==> config.mk <==
export PLATFORM = sky130hd
export DESIGN_NAME = area_wait_select
export DESIGN_NICKNAME = d
export VERILOG_FILES = /design/src/shared/area_wait_pkg.sv /design/src/design/area_wait_select.sv /design/src/design/wait_field_reg.sv /design/src/design/wait_down_counter.sv
export VERILOG_INCLUDE_DIRS = /design/src /design/src/shared
export SDC_FILE = /design/constraint.sdc
export NUM_CORES = 1
export LEC_CHECK = 0
export ABC_CLOCK_PERIOD_IN_PS = 4300
export BUFFER_PORTS_ARGS = -buffer_cell sky130_fd_sc_hd__clkbuf_2
export CAP_MARGIN = 30
export CORE_MARGIN = 5
export CORE_UTILIZATION = 56
export DETAILED_ROUTE_END_ITERATION = 10
export GPL_TIMING_DRIVEN = 0
export PLACE_DENSITY = 0.87
export SETUP_SLACK_MARGIN = 0.3
export SLEW_MARGIN = 20
export SYNTH_ARGS = -nofsm -noshare
export SYNTH_HDL_FRONTEND = slang
export SYNTH_HIERARCHICAL = 1
export SYNTH_SLANG_ARGS = --single-unit
==> constraint.sdc <==
create_clock -name ref_clk -period 4.3 [get_ports ref_clk]
set_input_delay 0.86 -clock ref_clk [delete_from_list [all_inputs] [get_ports ref_clk]]
set_output_delay 0.86 -clock ref_clk [all_outputs]
set_load 0.005 [all_outputs]
==> src/shared/area_wait_regs.svh <==
`ifndef AREA_WAIT_REGS_SVH
`define AREA_WAIT_REGS_SVH

// ----------------------------------------------------------------
// Register offsets (byte-wide register port)
// ----------------------------------------------------------------
`define WS_OFF_UPPER     2'h0
`define WS_OFF_LOWER     2'h1
`define WS_OFF_AST       2'h2
`define WS_OFF_STATUS    2'h3

// ----------------------------------------------------------------
// Field positions inside each byte
// ----------------------------------------------------------------
`define WS_A7_HI         6
`define WS_A7_LO         4
`define WS_A6_HI         2
`define WS_A6_LO         0
`define WS_A5_HI         6
`define WS_A5_LO         4
`define WS_AREA_SEVEN_THREE_STATE_ENABLE_BIT      7
`define WS_AREA_SIX_THREE_STATE_ENABLE_BIT      6
`define WS_AREA_FIVE_THREE_STATE_ENABLE_BIT      5
`define WS_ST_BUSY_BIT   7
`define WS_ST_AREA_HI    6
`define WS_ST_AREA_LO    4
`define WS_ST_OWN_BIT    3
`define WS_ST_LEFT_HI    2
`define WS_ST_LEFT_LO    0

// ----------------------------------------------------------------
// Reset values and constants
// ----------------------------------------------------------------
`define WS_FIELD_RST     3'h7
`define WS_AST_RST       1'h1
`define WS_NO_WAIT       3'h0
`define WS_ONE           3'h1
`define WS_BYTE_ZERO     8'h00
`define WS_AREA_SEVEN    3'h7
`define WS_AREA_SIX      3'h6
`define WS_AREA_FIVE     3'h5

`endif

==> src/shared/area_wait_pkg.sv <==
package area_wait_pkg;

   typedef logic [2:0] wait_cnt_t;
   typedef logic [2:0] area_t;
   typedef logic [1:0] reg_addr_t;
   typedef logic [7:0] reg_byte_t;

   typedef enum logic {
      SEQ_IDLE,
      SEQ_WAIT
   } seq_state_e;

endpackage : area_wait_pkg

==> src/design/area_wait_select.sv <==
`timescale 1ns/1ps
`include "area_wait_regs.svh"

// Function
// [RL1] Upper byte bits 14:12 hold area 7 wait count, read/write.
// [RL2] Upper byte bits 10:8 hold area 6 wait count, read/write.
// [RL3] Lower byte bits 6:4 hold area 5 wait count, read/write.
// [RL4] Field 000 inserts no wait; value n inserts exactly n waits.
// [RL5] Reserved bits 15, 11 and 7 read zero, writes ignored.
// [RL6] All three wait fields reset to all ones.
// [RL7] Access-state bit zero means two-state access with no waits.
// [RL8] Access start loads the wait field into a down-counter per state.
module area_wait_select
(
   input  wire logic                    ref_clk,   // System clock 20 MHz
   input  wire logic                    rst,       // Sync reset, high
   input  wire logic                    ce,        // Clock enable
   input  wire area_wait_pkg::reg_addr_t reg_addr,  // Register address
   input  wire area_wait_pkg::reg_byte_t reg_wdata, // Register write data
   input  wire logic                    reg_wr,    // Write strobe
   input  wire logic                    reg_rd,    // Read strobe
   output      area_wait_pkg::reg_byte_t reg_rdata, // Read data, next cycle
   input  wire logic                    acc_start, // Access start pulse
   input  wire area_wait_pkg::area_t     acc_area,  // Area of the access
   output      logic                    acc_wait,  // Insert wait state
   output      logic                    acc_busy,  // Sequencer not idle
   output      area_wait_pkg::wait_cnt_t wait_left, // Waits still to go
   output      area_wait_pkg::wait_cnt_t eff_wait7, // Area 7 waits in use
   output      area_wait_pkg::wait_cnt_t eff_wait6, // Area 6 waits in use
   output      area_wait_pkg::wait_cnt_t eff_wait5  // Area 5 waits in use
);
   import area_wait_pkg::*;

   // -------------------------------------------------------------
   // Helper functions
   // -------------------------------------------------------------

   // Waits actually inserted for one area
   function automatic wait_cnt_t eff_wait
   (
      input logic      three_state,
      input wait_cnt_t field
   );
      eff_wait = three_state ? field : `WS_NO_WAIT; // RL4 RL7
   endfunction : eff_wait

   // Write strobe aimed at one register
   function automatic logic hit
   (
      input logic      strobe,
      input reg_addr_t addr,
      input reg_addr_t target
   );
      hit = strobe && (addr == target);
   endfunction : hit

   // -------------------------------------------------------------
   // Declarations
   // -------------------------------------------------------------
   wait_cnt_t  area_seven_wait;
   wait_cnt_t  area_six_wait;
   wait_cnt_t  area_five_wait;
   logic       area_seven_three_state_enable;
   logic       area_six_three_state_enable;
   logic       area_five_three_state_enable;
   logic       next_area_seven_three_state_enable;
   logic       next_area_six_three_state_enable;
   logic       next_area_five_three_state_enable;
   logic       wr_upper;
   logic       wr_lower;
   logic       wr_ast;
   reg_byte_t  next_rdata;
   reg_byte_t  wait_ctrl_upper_byte;
   reg_byte_t  wait_ctrl_lower_byte;
   reg_byte_t  access_state_ctrl_reg;
   reg_byte_t  status_byte;
   seq_state_e state;
   seq_state_e next_state;
   area_t      cur_area;
   area_t      next_cur_area;
   logic       cur_own;
   logic       next_cur_own;
   wait_cnt_t  start_wait;
   logic       area_known;
   logic       cnt_load;
   logic       cnt_dec;
   logic       cnt_last;
   wait_cnt_t  cnt_value;
   wait_cnt_t  next_eff7;
   wait_cnt_t  next_eff6;
   wait_cnt_t  next_eff5;

   // -------------------------------------------------------------
   // Register write decode
   // -------------------------------------------------------------
   assign wr_upper = hit(reg_wr, reg_addr, `WS_OFF_UPPER);
   assign wr_lower = hit(reg_wr, reg_addr, `WS_OFF_LOWER);
   assign wr_ast   = hit(reg_wr, reg_addr, `WS_OFF_AST);

   // -------------------------------------------------------------
   // Wait fields
   // -------------------------------------------------------------
   wait_field_reg u_area_seven
   (
      .ref_clk (ref_clk),
      .rst     (rst),
      .ce      (ce),
      .wr_en   (wr_upper),
      .wr_val  (reg_wdata[`WS_A7_HI:`WS_A7_LO]), // RL1
      .field   (area_seven_wait)
   );

   wait_field_reg u_area_six
   (
      .ref_clk (ref_clk),
      .rst     (rst),
      .ce      (ce),
      .wr_en   (wr_upper),
      .wr_val  (reg_wdata[`WS_A6_HI:`WS_A6_LO]), // RL2
      .field   (area_six_wait)
   );

   wait_field_reg u_area_five
   (
      .ref_clk (ref_clk),
      .rst     (rst),
      .ce      (ce),
      .wr_en   (wr_lower),
      .wr_val  (reg_wdata[`WS_A5_HI:`WS_A5_LO]), // RL3
      .field   (area_five_wait)
   );

   // -------------------------------------------------------------
   // Access-state control bits
   // -------------------------------------------------------------
   always_comb
   begin
      next_area_seven_three_state_enable = area_seven_three_state_enable;
      next_area_six_three_state_enable = area_six_three_state_enable;
      next_area_five_three_state_enable = area_five_three_state_enable;
      if (wr_ast)
      begin
         next_area_seven_three_state_enable = reg_wdata[`WS_AREA_SEVEN_THREE_STATE_ENABLE_BIT];
         next_area_six_three_state_enable = reg_wdata[`WS_AREA_SIX_THREE_STATE_ENABLE_BIT];
         next_area_five_three_state_enable = reg_wdata[`WS_AREA_FIVE_THREE_STATE_ENABLE_BIT];
      end
   end

   always_ff @(posedge ref_clk)
   begin
      if (rst)
      begin
         area_seven_three_state_enable <= `WS_AST_RST;
         area_six_three_state_enable   <= `WS_AST_RST;
         area_five_three_state_enable  <= `WS_AST_RST;
      end
      else if (ce)
      begin
         area_seven_three_state_enable <= next_area_seven_three_state_enable;
         area_six_three_state_enable   <= next_area_six_three_state_enable;
         area_five_three_state_enable  <= next_area_five_three_state_enable;
      end
   end

   // -------------------------------------------------------------
   // Read-back images, reserved bits forced to zero
   // -------------------------------------------------------------
   always_comb
   begin
      wait_ctrl_upper_byte = `WS_BYTE_ZERO; // RL5
      wait_ctrl_upper_byte[`WS_A7_HI:`WS_A7_LO] = area_seven_wait; // RL1
      wait_ctrl_upper_byte[`WS_A6_HI:`WS_A6_LO] = area_six_wait; // RL2
      wait_ctrl_lower_byte = `WS_BYTE_ZERO; // RL5
      wait_ctrl_lower_byte[`WS_A5_HI:`WS_A5_LO] = area_five_wait; // RL3
      access_state_ctrl_reg = `WS_BYTE_ZERO;
      access_state_ctrl_reg[`WS_AREA_SEVEN_THREE_STATE_ENABLE_BIT] = area_seven_three_state_enable;
      access_state_ctrl_reg[`WS_AREA_SIX_THREE_STATE_ENABLE_BIT] = area_six_three_state_enable;
      access_state_ctrl_reg[`WS_AREA_FIVE_THREE_STATE_ENABLE_BIT] = area_five_three_state_enable;
      status_byte = `WS_BYTE_ZERO;
      status_byte[`WS_ST_BUSY_BIT] = acc_busy;
      status_byte[`WS_ST_AREA_HI:`WS_ST_AREA_LO] = cur_area;
      status_byte[`WS_ST_OWN_BIT] = cur_own;
      status_byte[`WS_ST_LEFT_HI:`WS_ST_LEFT_LO] = cnt_value;
   end

   // -------------------------------------------------------------
   // Read port: data valid only in the cycle after the strobe
   // -------------------------------------------------------------
   always_comb
   begin
      next_rdata = `WS_BYTE_ZERO;
      if (reg_rd)
      begin
         unique case (reg_addr)
            `WS_OFF_UPPER:  next_rdata = wait_ctrl_upper_byte;
            `WS_OFF_LOWER:  next_rdata = wait_ctrl_lower_byte;
            `WS_OFF_AST:    next_rdata = access_state_ctrl_reg;
            `WS_OFF_STATUS: next_rdata = status_byte;
         endcase
      end
   end

   always_ff @(posedge ref_clk)
   begin
      if (rst)
      begin
         reg_rdata <= `WS_BYTE_ZERO;
      end
      else if (ce)
      begin
         reg_rdata <= next_rdata;
      end
   end

   // -------------------------------------------------------------
   // Effective wait counts per area
   // -------------------------------------------------------------
   always_comb
   begin
      next_eff7 = eff_wait(area_seven_three_state_enable, area_seven_wait);
      next_eff6 = eff_wait(area_six_three_state_enable, area_six_wait);
      next_eff5 = eff_wait(area_five_three_state_enable, area_five_wait);
   end

   always_ff @(posedge ref_clk)
   begin
      if (rst)
      begin
         eff_wait7 <= `WS_FIELD_RST;
         eff_wait6 <= `WS_FIELD_RST;
         eff_wait5 <= `WS_FIELD_RST;
      end
      else if (ce)
      begin
         eff_wait7 <= next_eff7;
         eff_wait6 <= next_eff6;
         eff_wait5 <= next_eff5;
      end
   end

   // -------------------------------------------------------------
   // Start value for the access just begun
   // -------------------------------------------------------------
   always_comb
   begin
      area_known = 1'b1;
      unique case (acc_area)
         `WS_AREA_SEVEN:
            start_wait = eff_wait(area_seven_three_state_enable,
                                  area_seven_wait); // RL4 RL7
         `WS_AREA_SIX:
            start_wait = eff_wait(area_six_three_state_enable,
                                  area_six_wait); // RL4 RL7
         `WS_AREA_FIVE:
            start_wait = eff_wait(area_five_three_state_enable,
                                  area_five_wait); // RL4 RL7
         default:
         begin
            // Areas 4 to 0 are timed elsewhere
            area_known = 1'b0;
            start_wait = `WS_NO_WAIT;
         end
      endcase
   end

   // -------------------------------------------------------------
   // Wait sequencer
   // -------------------------------------------------------------
   assign acc_busy  = (state == SEQ_WAIT);
   assign acc_wait  = (state == SEQ_WAIT); // RL8
   assign wait_left = cnt_value;
   assign cnt_load  = acc_start && (state == SEQ_IDLE);
   assign cnt_dec   = (state == SEQ_WAIT);

   wait_down_counter u_counter
   (
      .ref_clk  (ref_clk),
      .rst      (rst),
      .ce       (ce),
      .load     (cnt_load),
      .load_val (start_wait),
      .dec      (cnt_dec),
      .count    (cnt_value),
      .last     (cnt_last)
   );

   always_comb
   begin
      next_state    = state;
      next_cur_area = cur_area;
      next_cur_own  = cur_own;
      unique case (state)
         SEQ_IDLE:
         begin
            if (acc_start)
            begin
               next_cur_area = acc_area;
               next_cur_own  = area_known;
               if (start_wait != `WS_NO_WAIT)
               begin
                  next_state = SEQ_WAIT; // RL8
               end
            end
         end
         SEQ_WAIT:
         begin
            // One bus state per count, leave when the last one ends
            if (cnt_last)
            begin
               next_state = SEQ_IDLE; // RL4 RL8
            end
         end
      endcase
   end

   always_ff @(posedge ref_clk)
   begin
      if (rst)
      begin
         state    <= SEQ_IDLE;
         cur_area <= `WS_AREA_SEVEN;
         cur_own  <= 1'b0;
      end
      else if (ce)
      begin
         state    <= next_state;
         cur_area <= next_cur_area;
         cur_own  <= next_cur_own;
      end
   end

endmodule : area_wait_select

==> src/design/wait_field_reg.sv <==
`timescale 1ns/1ps
`include "area_wait_regs.svh"

// ----------------------------------------------------------------
// Three-bit wait field, all ones after reset
// ----------------------------------------------------------------
module wait_field_reg
(
   input  wire logic                   ref_clk, // System clock
   input  wire logic                   rst,     // Sync reset, high
   input  wire logic                   ce,      // Clock enable
   input  wire logic                   wr_en,   // Field write
   input  wire area_wait_pkg::wait_cnt_t wr_val, // Field write value
   output      area_wait_pkg::wait_cnt_t field   // Stored field
);
   import area_wait_pkg::*;

   wait_cnt_t next_field;

   always_comb
   begin
      next_field = field;
      if (wr_en)
      begin
         next_field = wr_val;
      end
   end

   always_ff @(posedge ref_clk)
   begin
      if (rst)
      begin
         field <= `WS_FIELD_RST; // RL6
      end
      else if (ce)
      begin
         field <= next_field;
      end
   end

endmodule : wait_field_reg

==> src/design/wait_down_counter.sv <==
`timescale 1ns/1ps
`include "area_wait_regs.svh"

// ----------------------------------------------------------------
// Loadable down-counter for inserted wait states
// ----------------------------------------------------------------
module wait_down_counter
(
   input  wire logic                   ref_clk, // System clock
   input  wire logic                   rst,     // Sync reset, high
   input  wire logic                   ce,      // Clock enable
   input  wire logic                   load,    // Load start value
   input  wire area_wait_pkg::wait_cnt_t load_val, // Start value
   input  wire logic                   dec,     // Count one state
   output      area_wait_pkg::wait_cnt_t count,  // Remaining states
   output      logic                   last     // One state left
);
   import area_wait_pkg::*;

   wait_cnt_t next_count;

   assign last = (count == `WS_ONE);

   always_comb
   begin
      next_count = count;
      if (load)
      begin
         next_count = load_val; // RL8
      end
      else if (dec && (count != `WS_NO_WAIT))
      begin
         next_count = count - `WS_ONE; // RL8
      end
   end

   always_ff @(posedge ref_clk)
   begin
      if (rst)
      begin
         count <= `WS_NO_WAIT;
      end
      else if (ce)
      begin
         count <= next_count;
      end
   end

endmodule : wait_down_counter

==> out/results.env, run 1 <==
STATUS='finished, final reports clean'
GRT.OVERFLOW.TOTAL=0
LAYOUT.FILLER_CELLS=229
DETAIL_ROUTE.ITER0.VIOLATIONS=103
MAX_CAP_VIOL_COUNT=0
SYNTH-SEQ-AREA-SHARE_PCT=44.0
FLOORPLAN.ROWS=19
DIE_H_UM=64.8
AVGROUTEDWIREPERCELL_UM=14.5
ASYNC_FLOP_SHARE_PCT=0
PLACE_WS_PS=2080
CORE_SQ_UM=2830
WORST_SETUP_HOLD_PATH_CLK_SLEW_PS=110
ROUTED_WL_UM=3830
GRT_START_MAX_NET_PINS=16
ACHIEVABLE-FREQUENCY_MHz=508
CTS_HOLD_BUF=0
SETUP_WS_PS=2330
MAXSLEWVIOLCOUNT=0
TIMING_WORST_SETUP_PATH_TYPE='flip-flop to output port'
CLKLATENCYLATEPIN_PS=350
VIAS_PER_CELL=5.94
ROUTE.LAYER.MET1.WL_UM=1660
DETAILEDROUTE.FIRSTPASSITERATIONCOUNT=5
NETLIST.AREA_LEADER.SHARE_PCT=44.0
REPORT.FINAL.HOLD_VIOL_COUNT=0
N_ANTENNA_CELL=0
GRT_ANTENNA_BEFORE_REPAIR=0
MAPPEDNETLISTNETS=211
SYNTHDISTINCTLIBCELLS=41
FINAL_MIN_PERIOD_OVER_CLOCK_PERIOD_PCT=45.8
POWER_DENSITY_nW_PER_UM2=366
POST_SYNTH_MOST_FREQUENT_CELLS='sky130_fd_sc_hd__dfxtp_1, sky130_fd_sc_hd__nand2_1, sky130_fd_sc_hd__a21oi_1'
POST_SYNTHESIS_CELL_TYPE_WITH_THE_LARGEST_COMBINED_AREA='sky130_fd_sc_hd__dfxtp_1'
TOTAL_GLOBAL_ROUTING_TRACK_UTILIZATION_PCT=19.8
TIMING.MAX_SLEW.REL_SLACK_PCT=57.3
TIMING.CRITICAL_PATH.ARRIVAL_PS=1110
PLACE_INST=257
SETUP_TNS_PS=0
POST_SYNTH_INST_COUNT=189
DIE_W_UM=64.8
ROUTE.MET3.WL_UM=278
CTSLONGESTPATHBUFFERS=2
YOSYS_REGISTER_BITS=37
SYNTHTOPCELLSBYAREA='sky130_fd_sc_hd__dfxtp_1, sky130_fd_sc_hd__nand2_1, sky130_fd_sc_hd__a211o_1, sky130_fd_sc_hd__a21oi_1, sky130_fd_sc_hd__nand3_1'
CTS_INSERTED_BUFFERS=5
POWER.TOTAL_uW=731
LAYOUT.NETS=255
SETUP_REPAIR_AFTER_GLOBAL_ROUTING_MISSED_ITS_MARGIN='no'
SYNTHMOSTINSTANTIATEDCELL='sky130_fd_sc_hd__dfxtp_1'
VIAS_IN_THE_FIRST_GLOBAL_ROUTE=1452
IO_BUFFERS=37
SETUP_VIOL_COUNT_FINAL=0
CRITICAL_PATH_REQUIRED_PS=3440
POST-CTS-SETUP-BUFFER-COUNT=0
LAYOUT.CELLS.NON_FILLER=265
WORST_SLEW_PIN_SLEW_PS=640
HOLDCRITPATHCLASS='flip-flop to flip-flop'
DETAILROUTE.VIA_COUNT=1574
GRT_FIRST_PASS_WIRELENGTH_UM=6470
TOP_LEVEL_PORTS=41
START_UTIL_PCT=59.5
ROUTE.TOP_LAYER_USED='met4'
SYNTHESIS.AREA_PER_INSTANCE_SQ_UM=8.90
ANTENNA_LEFT=0
VDD_IR_DROP_MAX_uV=233
CLOCK-ROOT-BUFFER='sky130_fd_sc_hd__clkbuf_4'
TIMING.CRITICAL_PATH.FROM_TYPE='flip-flop'
H-TREE-DEPTH=2
CRITICAL_PATH.ENDPOINT_TYPE='output port'
YOSYSWARNINGS=6
PERIOD_NEEDED_PS=1970
FRACTION_OF_LAYOUT_INSTANCES_USING_A_DRIVE_STRENGTH_ABOVE_1_PCT=25.6
REMAINING_DRC_ERRORS=0
SYNTH_EDF_COUNT=0
FLOORPLAN.DIE_AREA_SQ_UM=4200
CRITICAL_PATH_PEAK_FANOUT=8
FINALCLOCKSKEW_PS=16.1
CTS_TREE='done'
AREA_OVERHEAD_VS_SYNTH_PCT=18.6
PLACE_CONGESTION=0.883
PLACE.DETAILED.HPWL_UM=2880
WIRE_LENGTH_ON_MET2_UM=1820
CLOCK-SINKS=37
CELLLEAKAGEPOWER_uW=0.000896
SYN_AREA_SQ_UM=1680
CTS_REPAIR_RESIZED_INSTS=0
TOP_FF_CELL_SYNTH='sky130_fd_sc_hd__dfxtp_1'
[path summary, 6_finish.rpt]
| path | startpoint | to | slack (ps) | cells past startpoint |
|---|---|---|---|---|
| setup / recovery | acc_busy | acc_wait | 2330 | 2 |
| hold / removal | cur_own | cur_own | 470 | 2 |
| setup reg to reg | acc_busy | u_counter/count[0] | 2660 | 5 |
| hold reg to reg | cur_own | cur_own | 470 | 2 |
[registers in the layout, indices dropped and copies added, names as in the netlist, 3 cells and up]
signal              cells
reg_rdata               8
eff_wait5               3
cur_area                3
u_area_seven/field      3
u_area_six/field        3
u_counter/count         3
eff_wait7               3
u_area_five/field       3
eff_wait6               3
[area by class of cell]
cell class / count / area (sq um) / area share, %
plain buffers: 9 / 41.3 / 2.07
clock buffers: 6 / 51.3 / 2.57
clock inverters: 2 / 37.5 / 1.88
inverters: 7 / 26.3 / 1.32
multi-input cells: 136 / 875 / 43.8
flip-flops and latches: 37 / 741 / 37.1
well taps: 31 / 38.8 / 1.94
repair buffers: 37 / 185 / 9.28
[layer usage]
metal  vias up  track usage [%]
met5         -                0
met4         0             7.92
met3         9             4.32
met2        59             33.5
met1       730             24.6
li1        776                -
[where the power goes]
| part | leakage (uW) | switching, uW | internal [uW] |
|---|---|---|---|
| Clock | 0.0000445 | 116 | 138 |
| Combinational | 0.000548 | 54.1 | 46.5 |
| Sequential | 0.000303 | 16.1 | 360 |
| Total | 0.000896 | 186 | 545 |
[metrics by stage]
step	cell area, sq um	hold slack [ps]	utilization (%)
6_report	2000	473	70.5
5_1_grt	2000	509	70.5
4_1_cts	2000	472	70.5
3_5_place_dp	1910	449	67.4
3_3_place_gp	1910	446	67.4
2_1_floorplan	1680	432	-
[worst max-delay path: stages (launching register included)]
cell and delay, ps:
sky130_fd_sc_hd__dfxtp_1 500, sky130_fd_sc_hd__buf_4 160, sky130_fd_sc_hd__clkbuf_2 100
[kinds of logic after synthesis]
kind of cell    after synthesis  share of synthesized area, %
simple gates                 84                          25.4
flops                        37                          44.0
mux                           4                          3.87
compound gates               45                          20.4
fa+ha+maj                     3                          2.23
buf+inv                      16                          4.01
[cell usage in the layout (no fill, tap or decap), types with 6 or more instances in the layout]
cell type / instances
sky130_fd_sc_hd__and3_1: 9
sky130_fd_sc_hd__clkbuf_2: 37
sky130_fd_sc_hd__nor2_1: 11
sky130_fd_sc_hd__nand2_1: 34
sky130_fd_sc_hd__a21oi_1: 14
sky130_fd_sc_hd__dfxtp_1: 37
sky130_fd_sc_hd__nand3_1: 12
sky130_fd_sc_hd__a211o_1: 12
sky130_fd_sc_hd__inv_1: 6
Note: power is estimated with default switching activity, not from simulation.
==> inputs of run 2 (changes only) <==
Settings changed: ABC_CLOCK_PERIOD_IN_PS 4300 to 2050, CORE_UTILIZATION 56 to 52, PLACE_DENSITY 0.87 to 0.82.
Clock period 4.3 ns to 2.05 ns, I/O delays scaled along.
==> run 2 against run 1 <==
Critical path depth did not move. Utilization fell by 5.7 points. Flip-flop and latch count did not move. Register-to-register slack worse by 2100 ps. Sequential power rose by 110%. Sequential share of layout area unchanged. Routed wire length rose by 3.4%. Non-clock buffer count unchanged. Combinational power up 110%. Worst hold slack got worse by 130 ps.
==> out/results.env, run 2 (synthesis gave the netlist of run 1 again) <==
REG2REG_SETUP_SLACK_PS=560
TIMING.MAX_SLEW.REL_SLACK_PCT=58.4
PLACE.DETAILED.HPWL_UM=3010
MULTI_INPUT_AREA_SQ_UM=877
GRT.OVERFLOW.TOTAL=0
CLKLATENCYLATEPIN_PS=340
MAXSLEWVIOLCOUNT=0
AVGROUTEDWIREPERCELL_UM=14.3
TIMING.CRITICAL_PATH.FROM_TYPE='flip-flop'
VIAS_IN_THE_FIRST_GLOBAL_ROUTE=1458
IO_BUFFERS=37
SWITCHING_PORTION_OF_TOTAL_POWER_PCT=27.0
SETUP_VIOL_COUNT_FINAL=0
REG2REGPATHDEPTH=6
CRITICAL_PATH_REQUIRED_PS=1640
WORSTPATHCELLLIST='buf_4, clkbuf_2'
REGMOSTFLOPS='reg_rdata'
START_UTIL_PCT=54.7
GRT_FIRST_PASS_WIRELENGTH_UM=6710
AREA.SEQUENTIAL_SQ_UM=741
REPORT.FINAL.HOLD_VIOL_COUNT=0
LAYOUT.CELLS.MOST_COMMON_LIST='sky130_fd_sc_hd__dfxtp_1, sky130_fd_sc_hd__clkbuf_2, sky130_fd_sc_hd__nand2_1'
CTSLONGESTPATHBUFFERS=2
PERIOD_NEEDED_PS=1540
P_INT_uW=1050
POWER.SHARE.SEQUENTIAL_PCT=54.8
TOTAL_GLOBAL_ROUTING_TRACK_UTILIZATION_PCT=20.0
LARGEST_REGISTER_FFS=8
FINALCLOCKSKEW_PS=5.69
PLACE_CONGESTION=0.868
DETAILEDROUTE.FIRSTPASSITERATIONCOUNT=4
CRITICAL_PATH_PEAK_FANOUT=8
HOLD_WS_PS=340
MAX_STAGE_DELAY_PS=520
DIE_W_UM=66.9
N_ANTENNA_CELL=0
REMAINING_DRC_ERRORS=0
HOLD_DEPTH=3
R2R_END='u_counter/count[0]'
TOP_LEVEL_PORTS=41
TIMING.CRITICAL_PATH.ARRIVAL_PS=1130
POWER_DENSITY_nW_PER_UM2=723
RR_STARTPOINT='area_five_three_state_enable'
HOLD_END='cur_area[1]'
FLOORPLAN.DIE_AREA_SQ_UM=4470
LAYOUT.FILLER_CELLS=300
WORST_SLEW_PIN_SLEW_PS=623
CTS_INSERTED_BUFFERS=5
FINAL_MIN_PERIOD_OVER_CLOCK_PERIOD_PCT=74.9
LAYOUT.NETS=255
ANTENNA_LEFT=0
CTS_TREE='done'
CRITICAL-PATH-SLOWEST-CELL='sky130_fd_sc_hd__dfxtp_1'
CELLLEAKAGEPOWER_uW=0.000894
VIAS_PER_CELL=5.62
ACHIEVABLE-FREQUENCY_MHz=651
WORST_SETUP_HOLD_PATH_CLK_SLEW_PS=110
DETAIL_ROUTE.ITER0.VIOLATIONS=99
SETUP_REPAIR_AFTER_GLOBAL_ROUTING_MISSED_ITS_MARGIN='no'
TIMING_WORST_SETUP_PATH_TYPE='flip-flop to output port'
SWITCHING_PWR_uW=390
VDD_IR_DROP_MAX_uV=481
P_COMB_SHARE_PCT=14.8
DETAILROUTE.VIA_COUNT=1563
CRITICAL_PATH.ENDPOINT_TYPE='output port'
GRT_START_MAX_NET_PINS=16
MAX_CAP_VIOL_COUNT=0
ROUTED_WL_UM=3960
AREA_OVERHEAD_VS_SYNTH_PCT=18.6
CLOCK-SINKS=37
FLOORPLAN.ROWS=20
DIE_H_UM=66.9
LAYOUT.CORE_UTILIZATION_PCT=64.8
H-TREE-DEPTH=2
FRACTION_OF_LAYOUT_INSTANCES_USING_A_DRIVE_STRENGTH_ABOVE_1_PCT=26.1
POWER.SHARE.CLOCK_PCT=30.5
GRT_ANTENNA_BEFORE_REPAIR=0
CLOCK-ROOT-BUFFER='sky130_fd_sc_hd__clkbuf_4'
CORE_SQ_UM=3080
HOLDCRITPATHCLASS='input port to flip-flop'
SETUP_TNS_PS=0
HOLD_PATH.STARTPOINT='acc_area[1]'
STATUS='finished, final reports clean'
[run 2: changes by cell type in the layout (fill, tap and decap cells not counted)]
cell	change
sky130_fd_sc_hd__bufinv_16	-1
sky130_fd_sc_hd__nor2b_1	-1
sky130_fd_sc_hd__clkinv_2	+1
sky130_fd_sc_hd__clkinvlp_4	-1
sky130_fd_sc_hd__clkbuf_8	+1
sky130_fd_sc_hd__nor2b_2	+1
[run 2: power groups by stage]
stage	clock network [uW]	logic, uW	registers (uW)
5_1_grt	481	242	796
6_report	440	213	790
3_5_place_dp	0	213	806
4_1_cts	445	213	789
2_1_floorplan	0	136	798
3_3_place_gp	0	208	805
[run 2: repair_timing]
| item | 4_1_cts | 5_1_grt |
|---|---|---|
| setup buffers | 0 | 0 |
| resized for setup | 0 | 1 |
| endpoints found under the hold margin | 0 | 0 |
| setup endpoints to repair | 0 | 2 |
| hold buffers | 0 | 0 |
[run 2: layout make-up]
| cell class | instances | area share (%) |
|---|---|---|
| Tap cell | 44 | 2.76 |
| Buffer | 9 | 2.07 |
| Clock buffer | 7 | 3.26 |
| Clock inverter | 1 | 0.251 |
| Timing Repair Buffer | 37 | 9.28 |
| Multi-Input combinational cell | 136 | 43.9 |
| Inverter | 7 | 1.32 |
| Sequential cell | 37 | 37.1 |
[run 2: worst max-delay path by stage]
| stage | endpoint | cells after the start | slack, ps | start |
|---|---|---|---|---|
| finish | acc_wait | 2 | 510 | acc_busy |
| global route | acc_wait | 2 | 420 | acc_busy |
| CTS | u_counter/count[0] | 5 | 400 | acc_busy |
| detailed placement | eff_wait6[1] | 6 | 260 | ce |
| global placement | eff_wait7[2] | 6 | 290 | ce |
| floorplan | u_area_seven/field[0] | 4 | 500 | reg_addr[1] |
[run 2: per-layer routing]
layer  GRT usage [%]  vias to the layer above  routed length, um  part of all wire [%]
met4            7.59                        0                 77                   1.9
met2            31.9                       45               1870                    47
li1                -                      779                  -                     -
met1            25.4                      731               1750                    44
met5               0                        -                  0                     0
met3            5.90                        8                273                   6.9
[run 2: stage by stage]
stage	instance area [sq um]	power, uW	cells	setup slack, ps
3_5_place_dp	1920	1020	270	260
5_1_grt	2000	1520	278	419
3_3_place_gp	1920	1010	270	287
4_1_cts	1990	1450	278	402
6_report	2000	1440	278	515
2_1_floorplan	1680	934	189	503
[run 2: worst max-delay path, delay by kind of cell (launching register included)]
family | cells | cell delay, ps
buf+inv | 2 | 260
flops | 1 | 520
